File: src/tsrf_pkg.sv
/*
  tsrf_pkg: byte map, field positions, reset values and timing constants of the
  temperature sensor register file.
  assumes: a 250 MHz system clock; the analogue front end delivers a signed result
  in 0.0625 degC units.
*/
`default_nettype none

package tsrf_pkg;

  // ----------------------------------------------------------------
  // byte map
  // ----------------------------------------------------------------
  localparam logic [3:0] ADDR_TEMP_RESULT_LOW = 4'h0;
  localparam logic [3:0] ADDR_TEMP_RESULT_HIGH = 4'h1;
  localparam logic [3:0] ADDR_LIMIT_AND_LOCATION_FLAGS = 4'h2;
  localparam logic [3:0] ADDR_OPERATING_SETUP = 4'h3;
  localparam logic [3:0] ADDR_UPPER_LIMIT_HIGH_BYTE = 4'h4;
  localparam logic [3:0] ADDR_UPPER_LIMIT_LOW_BYTE = 4'h5;
  localparam logic [3:0] ADDR_LOWER_LIMIT_LOW_BYTE = 4'h6;
  localparam logic [3:0] ADDR_LOWER_LIMIT_HIGH_BYTE = 4'h7;
  localparam logic [3:0] ADDR_MAP_CHECK_BYTE = 4'h8;

  // ----------------------------------------------------------------
  // field positions
  // ----------------------------------------------------------------
  localparam int SETUP_FORMAT_BIT = 7;
  localparam int SETUP_RES_HI_BIT = 6;
  localparam int SETUP_RES_LO_BIT = 5;
  localparam int SETUP_INT_MODE_BIT = 4;
  localparam int SETUP_RESERVED_BIT = 3;
  localparam int SETUP_RATE_HI_BIT = 2;
  localparam int SETUP_RATE_LO_BIT = 0;
  localparam int FLAGS_OVER_BIT = 7;
  localparam int FLAGS_UNDER_BIT = 6;

  // ----------------------------------------------------------------
  // values after reset
  // ----------------------------------------------------------------
  localparam logic [15:0] TEMP_RESULT_RESET = 16'h0550;
  localparam logic [7:0] OPERATING_SETUP_RESET = 8'h70;
  localparam logic [15:0] UPPER_LIMIT_RESET = 16'h0800;
  localparam logic [15:0] LOWER_LIMIT_RESET = 16'hFC90;
  localparam logic [5:0] LOCATION_RESET = 6'h00;

  // ----------------------------------------------------------------
  // result clamps and resolution codes
  // ----------------------------------------------------------------
  localparam logic signed [15:0] NORMAL_MAX = 16'sh07FF;
  localparam logic signed [15:0] NORMAL_MIN = 16'shF800;
  localparam logic signed [15:0] EXTENDED_MAX = 16'sh0FFF;
  localparam logic signed [15:0] EXTENDED_MIN = 16'shF000;
  localparam logic [1:0] RES_8 = 2'h0;
  localparam logic [1:0] RES_9 = 2'h1;
  localparam logic [1:0] RES_10 = 2'h2;
  localparam logic [1:0] RES_12 = 2'h3;

  // ----------------------------------------------------------------
  // timing
  // ----------------------------------------------------------------
  localparam longint CLK_MHZ = 250;
  localparam longint CONV10_TIME_US = 35000;
  localparam longint RATE_BASE_TIME_US = 125000;
  localparam logic [31:0] CONV10_CYCLES = 32'(CONV10_TIME_US * CLK_MHZ);
  localparam logic [31:0] RATE_BASE_CYCLES = 32'(RATE_BASE_TIME_US * CLK_MHZ);
  localparam logic [9:0] TICKS_RATE1 = 10'h200;
  localparam logic [9:0] TICKS_RATE2 = 10'h100;
  localparam logic [9:0] TICKS_RATE3 = 10'h080;
  localparam logic [9:0] TICKS_RATE4 = 10'h020;
  localparam logic [9:0] TICKS_RATE5 = 10'h008;
  localparam logic [9:0] TICKS_RATE6 = 10'h002;
  localparam logic [9:0] TICKS_RATE7 = 10'h001;

  // ----------------------------------------------------------------
  // check byte
  // ----------------------------------------------------------------
  localparam logic [7:0] CRC_POLY_REFLECTED = 8'h8C;

endpackage

`default_nettype wire

File: src/tsrf_crc8.sv
/*
  tsrf_crc8: check byte over the first eight bytes of the map, least significant
  bit of byte 0 first, shift register starting from zero.
  assumes: the map bytes are stable registers; the result is registered.
*/
`timescale 1ns/10ps
`default_nettype none

module tsrf_crc8 (
  input wire logic i_clk_sys,
  input wire logic i_reset,
  input wire logic i_clk_en,
  input wire logic [63:0] i_map_bytes,
  output logic [7:0] o_crc
);

  logic [7:0] crc;
  logic [7:0] next_crc;

  // ----------------------------------------------------------------
  // bit-serial polynomial, unrolled by a loop
  // ----------------------------------------------------------------
  always_comb begin
    logic [7:0] acc;
    acc = 8'h00;
    for (int i = 0; i < 64; i++) begin
      if (acc[0] ^ i_map_bytes[i]) begin
        acc = (acc >> 1) ^ tsrf_pkg::CRC_POLY_REFLECTED;
      end else begin
        acc = acc >> 1;
      end
    end
    next_crc = acc;
  end

  always_ff @(posedge i_clk_sys) begin
    if (i_reset) begin
      crc <= 8'h00;
    end else if (i_clk_en) begin
      crc <= next_crc;
    end
  end

  assign o_crc = crc;

endmodule // tsrf_crc8

`default_nettype wire

File: src/tsrf_core.sv
/*
  tsrf_core: nine-byte register map, conversion sequencing, result formatting and
  alarm handling of the temperature sensor.
  assumes: the serial bus front end turns accesses into byte read/write strobes and
  command pulses; the analogue front end supplies a live signed result and a
  measured location resistor code; all inputs are synchronous to i_clk_sys.
*/
// Operation
// nine bytes; 0-2 and 8 read only, 3-7 writable; temperature resets to +85.
// result low byte at address 0, high byte at address 1.
// normal format two's complement, bits 15-11 sign, max 128 minus one LSB.
// extended format bit 11 weighs 128, sign only in bits 15-12.
// setup bit 7 selects format, 0 normal, 1 extended, reset 0.
// format change takes effect at the end of the next full conversion.
// master writes limits in the currently selected format; no conversion done.
// flags byte: over in bit 7, under in bit 6, location 5-0, reset zero.
// location bits load only on locate command: resistor code 4-0, strap bit 5.
// setup bits 6-5 pick 8, 9, 10 or 12 bits; default 12.
// conversion time doubles per added bit; 35 ms at 10 bits.
// comparator mode: outside limits asserts alarm and matching flag.
// comparator mode: result within limits inclusive clears alarm and flags.
// interrupt mode: alarm and flags latch until any register is read.
// interrupt mode: a later violating result sets alarm and flags again.
// alarm pin driven only on external supply.
// master keeps rate bits at 000 when bus powered.
// rate 000: start command runs one conversion then returns to shutdown.
// nonzero rate: start command begins repeated conversions at that rate.
// writing the rate field changes rate at once; 000 stops repeats.
// master avoids highest rate together with 12-bit resolution.
// each automatic conversion end updates the temperature bytes.
// bus powered: rate ignored, standby until start command.
// limits use the same 16-bit format as the result.
// byte 8 holds check byte over bytes 0-7, refreshed on change.
// each result compared signed against both limits before flags update.
`timescale 1ns/10ps
`default_nettype none

module tsrf_core #(
  parameter logic [31:0] CONV10_CYCLES = tsrf_pkg::CONV10_CYCLES,
  parameter logic [31:0] RATE_BASE_CYCLES = tsrf_pkg::RATE_BASE_CYCLES
) (
  input wire logic i_clk_sys,
  input wire logic i_reset,
  input wire logic i_clk_en,
  input wire logic i_rd_en,
  input wire logic i_wr_en,
  input wire logic [3:0] i_addr,
  input wire logic [7:0] i_wr_data,
  output logic [7:0] o_rd_data,
  input wire logic i_start_measure_cmd,
  input wire logic i_locate_cmd,
  input wire logic [4:0] i_location_resistor_pin,
  input wire logic i_location_strap_pin,
  input wire logic i_ext_power,
  input wire logic signed [15:0] i_sense_temp,
  output logic o_converting,
  output logic o_alarm_out,
  output logic o_alarm_oe
);

  typedef enum logic {TSRF_IDLE, TSRF_CONVERT} tsrf_state_t;

  tsrf_state_t state, next_state;
  logic [31:0] conv_cnt, next_conv_cnt;
  logic conv_fmt, next_conv_fmt;
  logic [1:0] conv_res, next_conv_res;
  logic [15:0] temp_result, next_temp_result;
  logic over_limit_flag, next_over_limit_flag;
  logic under_limit_flag, next_under_limit_flag;
  logic [5:0] location, next_location;
  logic [7:0] operating_setup, next_operating_setup;
  logic [15:0] upper_limit, next_upper_limit;
  logic [15:0] lower_limit, next_lower_limit;
  logic cont_active, next_cont_active;
  logic [31:0] base_cnt, next_base_cnt;
  logic [9:0] tick_cnt, next_tick_cnt;
  logic [7:0] rd_data, next_rd_data;
  logic [7:0] map_check_byte;
  logic conv_req;
  logic conv_done;
  logic signed [15:0] result;
  logic [2:0] rate;

  // ----------------------------------------------------------------
  // decode helpers
  // ----------------------------------------------------------------
  function automatic logic [31:0] conv_cycles(input logic [1:0] res);
    case (res)
      tsrf_pkg::RES_8: conv_cycles = CONV10_CYCLES >> 2;
      tsrf_pkg::RES_9: conv_cycles = CONV10_CYCLES >> 1;
      tsrf_pkg::RES_10: conv_cycles = CONV10_CYCLES;
      default: conv_cycles = CONV10_CYCLES << 2;
    endcase
  endfunction

  function automatic logic [9:0] rate_ticks(input logic [2:0] r);
    case (r)
      3'h1: rate_ticks = tsrf_pkg::TICKS_RATE1;
      3'h2: rate_ticks = tsrf_pkg::TICKS_RATE2;
      3'h3: rate_ticks = tsrf_pkg::TICKS_RATE3;
      3'h4: rate_ticks = tsrf_pkg::TICKS_RATE4;
      3'h5: rate_ticks = tsrf_pkg::TICKS_RATE5;
      3'h6: rate_ticks = tsrf_pkg::TICKS_RATE6;
      default: rate_ticks = tsrf_pkg::TICKS_RATE7;
    endcase
  endfunction

  function automatic logic signed [15:0] shape_result(input logic signed [15:0] raw, input logic fmt,
                                                      input logic [1:0] res);
    logic signed [15:0] v;
    v = raw;
    if (fmt) begin
      if (v > tsrf_pkg::EXTENDED_MAX) v = tsrf_pkg::EXTENDED_MAX;
      if (v < tsrf_pkg::EXTENDED_MIN) v = tsrf_pkg::EXTENDED_MIN;
    end else begin
      if (v > tsrf_pkg::NORMAL_MAX) v = tsrf_pkg::NORMAL_MAX;
      if (v < tsrf_pkg::NORMAL_MIN) v = tsrf_pkg::NORMAL_MIN;
    end
    case (res)
      tsrf_pkg::RES_8: v = v & 16'shFFF0;
      tsrf_pkg::RES_9: v = v & 16'shFFF8;
      tsrf_pkg::RES_10: v = v & 16'shFFFC;
      default: v = v;
    endcase
    shape_result = v;
  endfunction

  assign rate = operating_setup[tsrf_pkg::SETUP_RATE_HI_BIT:tsrf_pkg::SETUP_RATE_LO_BIT];

  // ----------------------------------------------------------------
  // next-state logic
  // ----------------------------------------------------------------
  always_comb begin
    next_state = state;
    next_conv_cnt = conv_cnt;
    next_conv_fmt = conv_fmt;
    next_conv_res = conv_res;
    next_temp_result = temp_result;
    next_over_limit_flag = over_limit_flag;
    next_under_limit_flag = under_limit_flag;
    next_location = location;
    next_operating_setup = operating_setup;
    next_upper_limit = upper_limit;
    next_lower_limit = lower_limit;
    next_cont_active = cont_active;
    next_base_cnt = base_cnt;
    next_tick_cnt = tick_cnt;
    next_rd_data = rd_data;
    conv_req = 1'b0;
    conv_done = 1'b0;
    result = shape_result(i_sense_temp, conv_fmt, conv_res);

    // automatic rate scheduler
    if (cont_active) begin
      if (base_cnt >= RATE_BASE_CYCLES - 32'h1) begin
        next_base_cnt = 32'h0;
        if (tick_cnt >= rate_ticks(rate) - 10'h1) begin
          next_tick_cnt = 10'h0;
          conv_req = 1'b1;
        end else begin
          next_tick_cnt = tick_cnt + 10'h1;
        end
      end else begin
        next_base_cnt = base_cnt + 32'h1;
      end
    end
    if (i_start_measure_cmd) begin
      conv_req = 1'b1;
      next_cont_active = i_ext_power && (rate != 3'h0);
      next_base_cnt = 32'h0;
      next_tick_cnt = 10'h0;
    end

    // conversion sequencer
    case (state)
      TSRF_IDLE: begin
        if (conv_req) begin
          next_state = TSRF_CONVERT;
          next_conv_cnt = conv_cycles(operating_setup[tsrf_pkg::SETUP_RES_HI_BIT:tsrf_pkg::SETUP_RES_LO_BIT]) - 32'h1;
          next_conv_fmt = operating_setup[tsrf_pkg::SETUP_FORMAT_BIT];
          next_conv_res = operating_setup[tsrf_pkg::SETUP_RES_HI_BIT:tsrf_pkg::SETUP_RES_LO_BIT];
        end
      end
      TSRF_CONVERT: begin
        if (conv_cnt == 32'h0) begin
          conv_done = 1'b1;
          next_state = TSRF_IDLE;
          next_temp_result = result;
        end else begin
          next_conv_cnt = conv_cnt - 32'h1;
        end
      end
      default: next_state = TSRF_IDLE;
    endcase

    // limit flags: read clears the latch, a new violation wins over it
    if (i_rd_en && operating_setup[tsrf_pkg::SETUP_INT_MODE_BIT]) begin
      next_over_limit_flag = 1'b0;
      next_under_limit_flag = 1'b0;
    end
    if (conv_done) begin
      if (operating_setup[tsrf_pkg::SETUP_INT_MODE_BIT]) begin
        if (result > $signed(upper_limit)) next_over_limit_flag = 1'b1;
        if (result < $signed(lower_limit)) next_under_limit_flag = 1'b1;
      end else begin
        next_over_limit_flag = result > $signed(upper_limit);
        next_under_limit_flag = result < $signed(lower_limit);
      end
    end

    // location capture
    if (i_locate_cmd) begin
      next_location = {i_location_strap_pin, i_location_resistor_pin};
    end

    // register writes; bytes 0-2 and 8 ignore writes
    if (i_wr_en) begin
      if (i_addr == tsrf_pkg::ADDR_OPERATING_SETUP) begin
        next_operating_setup = i_wr_data;
        next_operating_setup[tsrf_pkg::SETUP_RESERVED_BIT] = 1'b0;
        if (i_wr_data[tsrf_pkg::SETUP_RATE_HI_BIT:tsrf_pkg::SETUP_RATE_LO_BIT] != rate) begin
          next_base_cnt = 32'h0;
          next_tick_cnt = 10'h0;
        end
        if (i_wr_data[tsrf_pkg::SETUP_RATE_HI_BIT:tsrf_pkg::SETUP_RATE_LO_BIT] == 3'h0) begin
          next_cont_active = 1'b0;
        end
      end else if (i_addr == tsrf_pkg::ADDR_UPPER_LIMIT_HIGH_BYTE) begin
        next_upper_limit[15:8] = i_wr_data;
      end else if (i_addr == tsrf_pkg::ADDR_UPPER_LIMIT_LOW_BYTE) begin
        next_upper_limit[7:0] = i_wr_data;
      end else if (i_addr == tsrf_pkg::ADDR_LOWER_LIMIT_LOW_BYTE) begin
        next_lower_limit[7:0] = i_wr_data;
      end else if (i_addr == tsrf_pkg::ADDR_LOWER_LIMIT_HIGH_BYTE) begin
        next_lower_limit[15:8] = i_wr_data;
      end
    end
    if (!i_ext_power) begin
      next_cont_active = 1'b0;
    end

    // read mux
    if (i_rd_en) begin
      if (i_addr == tsrf_pkg::ADDR_TEMP_RESULT_LOW) begin
        next_rd_data = temp_result[7:0];
      end else if (i_addr == tsrf_pkg::ADDR_TEMP_RESULT_HIGH) begin
        next_rd_data = temp_result[15:8];
      end else if (i_addr == tsrf_pkg::ADDR_LIMIT_AND_LOCATION_FLAGS) begin
        next_rd_data = {over_limit_flag, under_limit_flag, location};
      end else if (i_addr == tsrf_pkg::ADDR_OPERATING_SETUP) begin
        next_rd_data = operating_setup;
      end else if (i_addr == tsrf_pkg::ADDR_UPPER_LIMIT_HIGH_BYTE) begin
        next_rd_data = upper_limit[15:8];
      end else if (i_addr == tsrf_pkg::ADDR_UPPER_LIMIT_LOW_BYTE) begin
        next_rd_data = upper_limit[7:0];
      end else if (i_addr == tsrf_pkg::ADDR_LOWER_LIMIT_LOW_BYTE) begin
        next_rd_data = lower_limit[7:0];
      end else if (i_addr == tsrf_pkg::ADDR_LOWER_LIMIT_HIGH_BYTE) begin
        next_rd_data = lower_limit[15:8];
      end else if (i_addr == tsrf_pkg::ADDR_MAP_CHECK_BYTE) begin
        next_rd_data = map_check_byte;
      end else begin
        next_rd_data = 8'h00;
      end
    end
  end

  // ----------------------------------------------------------------
  // state registers
  // ----------------------------------------------------------------
  always_ff @(posedge i_clk_sys) begin
    if (i_reset) begin
      state <= TSRF_IDLE;
      conv_cnt <= 32'h0;
      conv_fmt <= 1'b0;
      conv_res <= tsrf_pkg::RES_12;
      temp_result <= tsrf_pkg::TEMP_RESULT_RESET;
      over_limit_flag <= 1'b0;
      under_limit_flag <= 1'b0;
      location <= tsrf_pkg::LOCATION_RESET;
      operating_setup <= tsrf_pkg::OPERATING_SETUP_RESET;
      upper_limit <= tsrf_pkg::UPPER_LIMIT_RESET;
      lower_limit <= tsrf_pkg::LOWER_LIMIT_RESET;
      cont_active <= 1'b0;
      base_cnt <= 32'h0;
      tick_cnt <= 10'h0;
      rd_data <= 8'h00;
    end else if (i_clk_en) begin
      state <= next_state;
      conv_cnt <= next_conv_cnt;
      conv_fmt <= next_conv_fmt;
      conv_res <= next_conv_res;
      temp_result <= next_temp_result;
      over_limit_flag <= next_over_limit_flag;
      under_limit_flag <= next_under_limit_flag;
      location <= next_location;
      operating_setup <= next_operating_setup;
      upper_limit <= next_upper_limit;
      lower_limit <= next_lower_limit;
      cont_active <= next_cont_active;
      base_cnt <= next_base_cnt;
      tick_cnt <= next_tick_cnt;
      rd_data <= next_rd_data;
    end
  end

  // ----------------------------------------------------------------
  // check byte over bytes 0-7
  // ----------------------------------------------------------------
  tsrf_crc8 u_crc (
    .i_clk_sys(i_clk_sys),
    .i_reset(i_reset),
    .i_clk_en(i_clk_en),
    .i_map_bytes({lower_limit[15:8], lower_limit[7:0], upper_limit[7:0], upper_limit[15:8],
                  operating_setup, over_limit_flag, under_limit_flag, location,
                  temp_result[15:8], temp_result[7:0]}),
    .o_crc(map_check_byte)
  );

  // ----------------------------------------------------------------
  // outputs
  // ----------------------------------------------------------------
  assign o_rd_data = rd_data;
  assign o_converting = (state == TSRF_CONVERT);
  assign o_alarm_out = 1'b0;
  assign o_alarm_oe = (over_limit_flag | under_limit_flag) & i_ext_power;

  // ----------------------------------------------------------------
  // assertions
  // ----------------------------------------------------------------
  a_temp_reset_value: assert property (@(posedge i_clk_sys)
    $past(i_reset) && !i_reset |-> temp_result == tsrf_pkg::TEMP_RESULT_RESET)
    else $error("temperature not at power-up value after reset");
  a_result_bytes_ro: assert property (@(posedge i_clk_sys) disable iff (i_reset)
    i_clk_en && !conv_done |=> $stable(temp_result))
    else $error("temperature bytes changed without a conversion end");
  a_setup_write: assert property (@(posedge i_clk_sys) disable iff (i_reset)
    i_clk_en && i_wr_en && i_addr == tsrf_pkg::ADDR_OPERATING_SETUP
    |=> operating_setup == ($past(i_wr_data) & 8'hF7))
    else $error("setup write not stored");
  a_comp_clear: assert property (@(posedge i_clk_sys) disable iff (i_reset)
    i_clk_en && conv_done && !operating_setup[tsrf_pkg::SETUP_INT_MODE_BIT]
    && result <= $signed(upper_limit) && result >= $signed(lower_limit)
    |=> !over_limit_flag && !under_limit_flag)
    else $error("comparator flags not cleared inside limits");
  a_comp_set: assert property (@(posedge i_clk_sys) disable iff (i_reset)
    i_clk_en && conv_done && result > $signed(upper_limit) |=> over_limit_flag)
    else $error("over-limit flag not set");
  a_int_hold: assert property (@(posedge i_clk_sys) disable iff (i_reset)
    i_clk_en && operating_setup[tsrf_pkg::SETUP_INT_MODE_BIT] && over_limit_flag && !i_rd_en
    |=> over_limit_flag)
    else $error("latched flag dropped without a read");
  a_single_shot: assert property (@(posedge i_clk_sys) disable iff (i_reset)
    i_clk_en && conv_done && !cont_active && !i_start_measure_cmd
    |=> state == TSRF_IDLE ##1 (state == TSRF_IDLE || $past(i_start_measure_cmd)))
    else $error("single conversion did not return to shutdown");

  a_rate_stop: assert property (@(posedge i_clk_sys) disable iff (i_reset)
    i_clk_en && i_wr_en && i_addr == tsrf_pkg::ADDR_OPERATING_SETUP && i_wr_data[2:0] == 3'h0
    |=> !cont_active)
    else $error("writing rate 000 did not stop repeats");

  a_alarm_power: assert property (@(posedge i_clk_sys) disable iff (i_reset)
    !i_ext_power |-> !o_alarm_oe)
    else $error("alarm driven without external supply");

endmodule // tsrf_core

`default_nettype wire

File: config.mk
export PLATFORM = sky130hd
export DESIGN_NAME = tsrf_core
export DESIGN_NICKNAME = d
export VERILOG_FILES = /design/src/tsrf_pkg.sv /design/src/tsrf_crc8.sv /design/src/tsrf_core.sv
export SDC_FILE = /design/constraint.sdc
export NUM_CORES = 1
export LEC_CHECK = 0
export BUFFER_PORTS_ARGS = -buffer_cell sky130_fd_sc_hd__buf_4
export CAP_MARGIN = 20
export CORE_MARGIN = 4
export CORE_UTILIZATION = 60
export DETAILED_ROUTE_END_ITERATION = 16
export PLACE_DENSITY = 0.78
export SETUP_SLACK_MARGIN = 0.4
export SLEW_MARGIN = 20
export SYNTH_ARGS = -nofsm -noshare
export SYNTH_HDL_FRONTEND = slang
export SYNTH_SLANG_ARGS = --single-unit
File: constraint.sdc
create_clock -name i_clk_sys -period 5.1 [get_ports i_clk_sys]
set_input_delay 0.51 -clock i_clk_sys [delete_from_list [all_inputs] [get_ports i_clk_sys]]
set_output_delay 0.51 -clock i_clk_sys [all_outputs]
set_load 0.05 [all_outputs]
==> results of run 1 <==
final cells by class:
type	count	area, um2	share of cell area [%]
Clock buffer	18	429	3.60
Inverter	48	180	1.51
Multi-Input combinational cell	1078	7240	60.8
Sequential cell	158	3160	26.6
Timing Repair Buffer	67	507	4.26
Tap cell	225	282	2.36
Clock inverter	13	108	0.904
critical path: stages (launching register included):
cell and delay (ps):
dfxtp_1 480, xnor2_2 180, xnor3_2 420, xnor2_2 250, xnor2_2 160, xnor3_2 510
xnor3_2 450, xnor2_2 170, xnor2_1 140, xnor2_1 320, xnor2_1 210, xnor3_2 540
xnor2_2 230, xnor2_1 140, nor2_1 70, a31o_1 180
worst paths after layout:
kind                                                   from                     endpoint  depth (start not counted)
worst min-delay path             i_location_resistor_pin[4]     location[4]$_SDFFE_PP0P_                          3
worst min register to register    base_cnt[25]$_SDFFE_PP0P_    base_cnt[25]$_SDFFE_PP0P_                          1
worst max register to register  temp_result[8]$_SDFFE_PP1P_  u_crc.o_crc[7]$_SDFFE_PP0P_                         15
worst max-delay path            temp_result[8]$_SDFFE_PP1P_  u_crc.o_crc[7]$_SDFFE_PP0P_                         15
kinds of logic (layout without fill, tap and decap cells):
kind of cell               after synthesis  count (layout)  synth area share [%]
AOI/OAI and AO/OA                      328             328                  19.1
xor gates and xnor gates               176             176                  17.1
adders and majority gates               51              51                  5.91
buffers and inverters                  120             146                  4.32
DFF                                    158             158                  29.3
muxes                                   41              41                  3.82
other                                    2               2                0.0695
and+or+nand+nor                        480             480                  20.4
power by group:
| group | internal [mW] | switching, mW |
|---|---|---|
| Clock | 0.630 | 0.561 |
| Combinational | 2.02 | 1.94 |
| Sequential | 1.31 | 0.0417 |
stage by stage:
stage / utilization [%] / cells / total power, mW / area (um2)
after floorplan: - / 1356 / 4.77 / 10800
after global placement: 64.8 / 1575 / 5.28 / 11300
after detailed placement: 64.8 / 1575 / 5.29 / 11300
after CTS: 67.9 / 1606 / 6.51 / 11900
after global routing: 68.1 / 1607 / 6.88 / 11900
final: 68.1 / 1607 / 6.50 / 11900
routing by layer:
layer / part of all wire (%) / vias up
met5: 0 / -
met4: 3.8 / 0
met3: 6.8 / 84
met2: 47 / 399
met1: 42 / 4656
li1: - / 4794
layout by cell type (no fill, tap or decap), types with 8 or more instances in the layout:
cell | synthesis | final
nor2b_1 | 10 | 10
xnor2_2 | 14 | 16
clkbuf_16 | 0 | 17
nand3_1 | 37 | 37
buf_4 | 2 | 66
xor2_1 | 24 | 24
nand4_1 | 15 | 15
nand2b_1 | 9 | 9
o21ai_0 | 67 | 67
mux2i_1 | 39 | 39
nor2_1 | 153 | 153
and3_1 | 14 | 14
a311oi_1 | 9 | 9
a211oi_1 | 17 | 17
xnor3_1 | 8 | 8
inv_1 | 48 | 48
nand2_1 | 150 | 150
a21o_1 | 30 | 30
o221a_2 | 8 | 8
ha_1 | 51 | 51
nor3_1 | 27 | 26
and2_1 | 11 | 11
nor4_1 | 19 | 18
xnor2_1 | 124 | 122
o211ai_1 | 19 | 19
dfxtp_1 | 158 | 158
or2_2 | 10 | 10
a21oi_1 | 122 | 122
sequential cells by signal (all words and copies together) (netlist names), 7 cells and up:
signal and cells:
base_cnt 32, upper_limit 16, o_rd_data 8, lower_limit 16, tick_cnt 10, temp_result 16
conv_cnt 32, operating_setup 7, u_crc.o_crc 8
what timing repair did:
| action | in CTS | in global routing |
|---|---|---|
| resized for setup | 0 | 3 |
| endpoints found under the setup margin | 0 | 8 |
| endpoints found under the hold margin | 0 | 0 |
==> out/metrics.csv, run 1 <==
stage,metric,value,unit
status,status,"finished, final reports clean",
critical_path,rrSetupSlack,530,ps
global_route,grt_max_degree,69,
clock_network,tritoncts,yes,
logic_synthesis,synth.top_cell.area_share,29.3,%
critical_path,cp-end-kind,flop,
timing,final.setup.worst_slack,527,ps
critical_path,cp_max_fo,5,
die,rows,48,
timing,fmax,219,MHz
timing,rsz0062_at_grt,yes,
logic_synthesis,synthTopCellsByArea,"dfxtp_1 29%, xnor2_1 10%, ha_1 5.9%",
logic_synthesis,synth_top_area_cell,dfxtp_1,
power_and_ir_drop,power.leakage,4.62,nW
clock_network,cts_setup_buffers,0,
critical_path,startpoint_type,flop,
global_route,gr-max-usage-layer,met2,
logic_synthesis,async_flop_share,0,%
die,ioPinCount,53,
clock_network,cts_buffers,17,
route,drc,0,
route,via_count,9933,
logic_synthesis,synth_cell_type_count,68,
global_route,grt_first_pass_wirelength,48.5,mm
die,start_util,61.8,%
clock_network,clk_pin_slew,70,ps
timing,slew_headroom,24.7,%
layout,area_delta_synth_final,10.2,%
timing,finClkSkew,8.53,ps
global_route,grt_util_met1,39.6,%
power_and_ir_drop,ir_worst_vdd,1290,uV
global_route,track_usage,29.9,%
place,dp_slack,539,ps
route,drtAntennaViolNets,0,
logic_synthesis,synth_edf_count,0,
logic_synthesis,avgSynthCellArea,7.97,um2
global_route,gr-total-overflow,0,
logic_synthesis,ys_warn_count,0,
global_route,grt_util_met2,49.2,%
logic_synthesis,ys_ff_latch,158,
route,vias_per_cell,6.18,
layout,finish.net_count,1463,
timing,setup_viol,0,
clock_network,clock_latency,440,ps
route,drt_iter0_markers,839,
critical_path,crit_arrival,4900,ps
place,port_buffers,51,
timing,hold_ws,348,ps
timing,hold_viol_final,0,
logic_synthesis,synth_fp_nets,1449,
critical_path,worstPathRequired,5420,ps
global_route,met3_usage,4.60,%
clock_network,cts.sink_count,158,
worst_hold_path,worstHoldPathType,in -> reg,
logic_synthesis,yosysMostFrequentCell,dfxtp_1,
timing,finalSetupTns,0,ps
global_route,antenna_found_initial,0,
place,dpl.hpwl,22.4,mm
route,wl_per_cell,18.8,um
place,routabilityCongestion,0.953,
logic_synthesis,yosysSeqAreaShare,29.3,%
logic_synthesis,synth-main-ff-cell,dfxtp_1,
layout,fillers,1494,
timing,drv_slew,0,
timing,finalCritPeriodShare,89.7,%
die,die_area,0.0202,mm2
clock_network,htree_levels,4,
flow_run,drv_cap,0,
clock_network,cts_root_buf,clkbuf_16,
global_route,grt_pass1_vias,9228,
die,die_x,142,um
clock_network,postCtsHoldBufs,0,
timing,period_needed,4570,ps
logic_synthesis,synthCells,1356,
logic_synthesis,synth_area,0.0108,mm2
logic_synthesis,synthTopCellsByCount,"158 x dfxtp_1, 153 x nor2_1, 150 x nand2_1, 124 x xnor2_1, 122 x a21oi_1",
die,die_h,142,um
layout,drive_gt1_share,10.6,%
critical_path,path_class,reg -> reg,
power_and_ir_drop,power_density,546,mW/mm2
timing,worstMarginPinSlew,1120,ps
route,drtPass1Iterations,5,
clock_network,cts.path.max_buffers,2,
route,drt_wl_total,30.2,mm
die,design.core.area,0.0175,mm2
layout,n_antenna_cell,0,
Note: power is estimated with default switching activity, not from simulation.
==> run 2, diff against run 1 <==
--- a/config.mk
+++ b/config.mk
@@ -5,6 +5,7 @@
 export SDC_FILE = /design/constraint.sdc
 export NUM_CORES = 1
 export LEC_CHECK = 0
+export ABC_AREA = 1
 export BUFFER_PORTS_ARGS = -buffer_cell sky130_fd_sc_hd__buf_4
 export CAP_MARGIN = 20
 export CORE_MARGIN = 4
==> run 2 against run 1 <==
The run now ends with setup timing left. Highest routed layer unchanged. Utilization is 9.0 points higher. Register-to-register slack lost 1200 ps. Via count rose by 37%. Cell count is 45% higher. Synthesized cell count grew 43%. Synthesized area increased by 14%. Sequential cell count unchanged. Non-clock buffer count up 75. Final area rose by 31%. Critical path depth grew 43. Setup slack got worse by 1200 ps. Sequential share of layout area decreased by 6.1 points.
==> out/metrics.csv, run 2 <==
stage,metric,value,unit
timing,fmax,173,MHz
critical_path,crit_path_frequent_cell,nand2_4,
clock_network,tritoncts,yes,
global_route,grt_pass1_vias,12600,
layout,seq_area,0.00319,mm2
critical_path,crit_start,temp_result[8]$_SDFFE_PP1P_,
die,design.core.area,0.0202,mm2
layout,area_delta_synth_final,26.6,%
critical_path,path_class,reg -> reg,
layout,n_antenna_cell,0,
worst_hold_path,hold_path_end,location[3]$_SDFFE_PP0P_,
logic_synthesis,async_flop_share,0,%
die,rows,52,
logic_synthesis,synth-main-ff-cell,dfxtp_1,
status,status,finished with violations,
die,die_h,151,um
global_route,antenna_found_initial,0,
route,drc,0,
worst_hold_path,hp-start,i_location_resistor_pin[3],
layout,finish.net_count,2146,
critical_path,rr_endpoint,u_crc.o_crc[2]$_SDFFE_PP0P_,
clock_network,clock_latency,450,ps
timing,finClkSkew,12.1,ps
critical_path,max_stage_delay,360,ps
layout,postLayoutCoreUtil,77.1,%
critical_path,cp-end-kind,flop,
place,routabilityCongestion,0.998,
place,dp_slack,-473,ps
global_route,gr-total-overflow,0,
clock_network,htree_levels,4,
logic_synthesis,synth_edf_count,0,
die,die_area,0.0228,mm2
critical_path,r2r_start,temp_result[8]$_SDFFE_PP1P_,
status,violations,setup timing,
die,ioPinCount,53,
critical_path,rrSetupSlack,-670,ps
global_route,grt_max_degree,75,
logic_synthesis,synth_cell_type_count,46,
place,dpl.hpwl,28.9,mm
timing,drv_slew,0,
worst_hold_path,worstHoldPathType,in -> reg,
timing,rsz0062_at_grt,yes,
layout,final_common_cell,nand2_1,
route,vias_per_cell,5.83,
logic_synthesis,ys_warn_count,0,
critical_path,crit_arrival,6100,ps
timing,final.setup.worst_slack,-666,ps
layout,largest_registers,"base_cnt (32), conv_cnt (32)",
timing,slew_headroom,15.0,%
clock_network,cts.path.max_buffers,2,
route,drt_wl_total,40.7,mm
die,die_x,151,um
logic_synthesis,yosysMostFrequentCell,nand2_1,
timing,hold_viol_final,0,
logic_synthesis,synth_area,0.0123,mm2
logic_synthesis,synthTopCellsByCount,"439 x nand2_1, 252 x inv_1, 170 x nand3_1, 161 x a21oi_1, 158 x dfxtp_1",
clock_network,postCtsHoldBufs,0,
timing,period_needed,5770,ps
route,drtPass1Iterations,8,
route,wl_per_cell,17.4,um
clock_network,clk_pin_slew,70,ps
layout,fillers,1539,
critical_path,cp_slowest_cell,dfxtp_2,
timing,setup_viol,8,
layout,final_cell_mix,"320 x nand2_1, 236 x inv_1, 160 x a21oi_1",
critical_path,cp_max_fo,5,
global_route,track_usage,34.0,%
logic_synthesis,avgSynthCellArea,6.32,um2
logic_synthesis,yosysSeqAreaShare,25.8,%
critical_path,ff2ff_path_depth,58,
worst_hold_path,hold_depth,3,
logic_synthesis,synth_top_area_cell,dfxtp_1,
route,via_count,13600,
die,start_util,60.9,%
logic_synthesis,ys_ff_latch,158,
logic_synthesis,synthTopCellsByArea,"dfxtp_1 26%, nand2_1 13%, inv_1 7.7%",
critical_path,worstPathRequired,5440,ps
critical_path,startpoint_type,flop,
place,port_buffers,51,
timing,finalCritPeriodShare,113,%
timing,worstMarginPinSlew,1240,ps
global_route,grt_first_pass_wirelength,61.8,mm
clock_network,cts.sink_count,158,
logic_synthesis,synthCells,1943,
route,drt_iter0_markers,998,
logic_synthesis,synth.top_cell.area_share,25.8,%
clock_network,cts_buffers,17,
layout,drive_gt1_share,27.0,%
route,drtAntennaViolNets,0,
clock_network,cts_root_buf,clkbuf_16,
flow_run,drv_cap,0,
logic_synthesis,synth_fp_nets,2036,
layout,multi_input_area,0.00925,mm2
==> run 2: cell types whose count changed after synthesis, moves of 27 or more <==
cell / change
nand3_1: +133
a21o_1: -28
nand2_1: +289
xnor2_1: -112
inv_1: +204
inv_2: +29
o21ai_0: +61
a21oi_1: +39
nand2_2: +70
mux2i_1: -39
nand3_2: +27
==> run 2: worst max-delay path by stage <==
stage / endpoint
floorplan: u_crc.o_crc[2]$_SDFFE_PP0P_
global placement: u_crc.o_crc[2]$_SDFFE_PP0P_
detailed placement: u_crc.o_crc[2]$_SDFFE_PP0P_
CTS: u_crc.o_crc[2]$_SDFFE_PP0P_
global route: u_crc.o_crc[2]$_SDFFE_PP0P_
finish: u_crc.o_crc[2]$_SDFFE_PP0P_
==> run 2: cell type report <==
cell class	instances	area share (%)
Multi-Input combinational cell	1452	59.5
Timing Repair Buffer	142	7.08
Clock inverter	13	0.949
Inverter	282	6.92
Tap cell	270	2.17
Clock buffer	19	2.91
Sequential cell	158	20.5
==> run 2: critical path: cells and delay by family, from the launching register on <==
family / cells / cell delay (ps)
xor gates and xnor gates: 2 / 310
buffers and inverters: 9 / 820
DFF: 1 / 360
and+or+nand+nor: 47 / 4120
==> run 2: cells by family (layout without fill, tap and decap cells) <==
| logic type | after synthesis | in the layout | share of synthesized area (%) |
|---|---|---|---|
| AND/OR/NAND/NOR | 948 | 948 | 35.9 |
| AO/OA/AOI/OAI | 386 | 386 | 17.8 |
| buffers and inverters | 333 | 456 | 10.3 |
| flip-flops | 158 | 158 | 25.8 |
| XOR/XNOR | 65 | 65 | 4.99 |
| adder cells (fa/ha/maj) | 51 | 51 | 5.20 |
| other | 2 | 2 | 0.0612 |
==> run 2: what timing repair did <==
action | 4_1_cts | 5_1_grt
gates resized for setup | 180 | 164
endpoints found under the setup margin | 8 | 37
buffers inserted | 18 | 9
pin swaps | 41 | 79
==> run 2: metrics by stage <==
step                      TNS (ps)  instances  cell area, um2  hold WS (ps)
final                        -4390       2336           15600           336
after global routing         -7340       2336           15600           355
after floorplan                  0       1943           12300           441
after global placement       -1730       2277           13300           449
after detailed placement     -2940       2277           13300           460
after CTS                    -1830       2327           14800           332
==> run 2: routing by layer <==
metal	vias to the layer above	track usage (%)	share of wire, %
met1	6375	43.2	41
li1	6606	-	-
met4	0	14.0	3.7
met2	536	56.6	48
met5	-	0	0
met3	108	6.76	7.9
Power of run 2 is not shown: default switching activity piles up to over one toggle a cycle in this logic, so the estimate is an artifact.
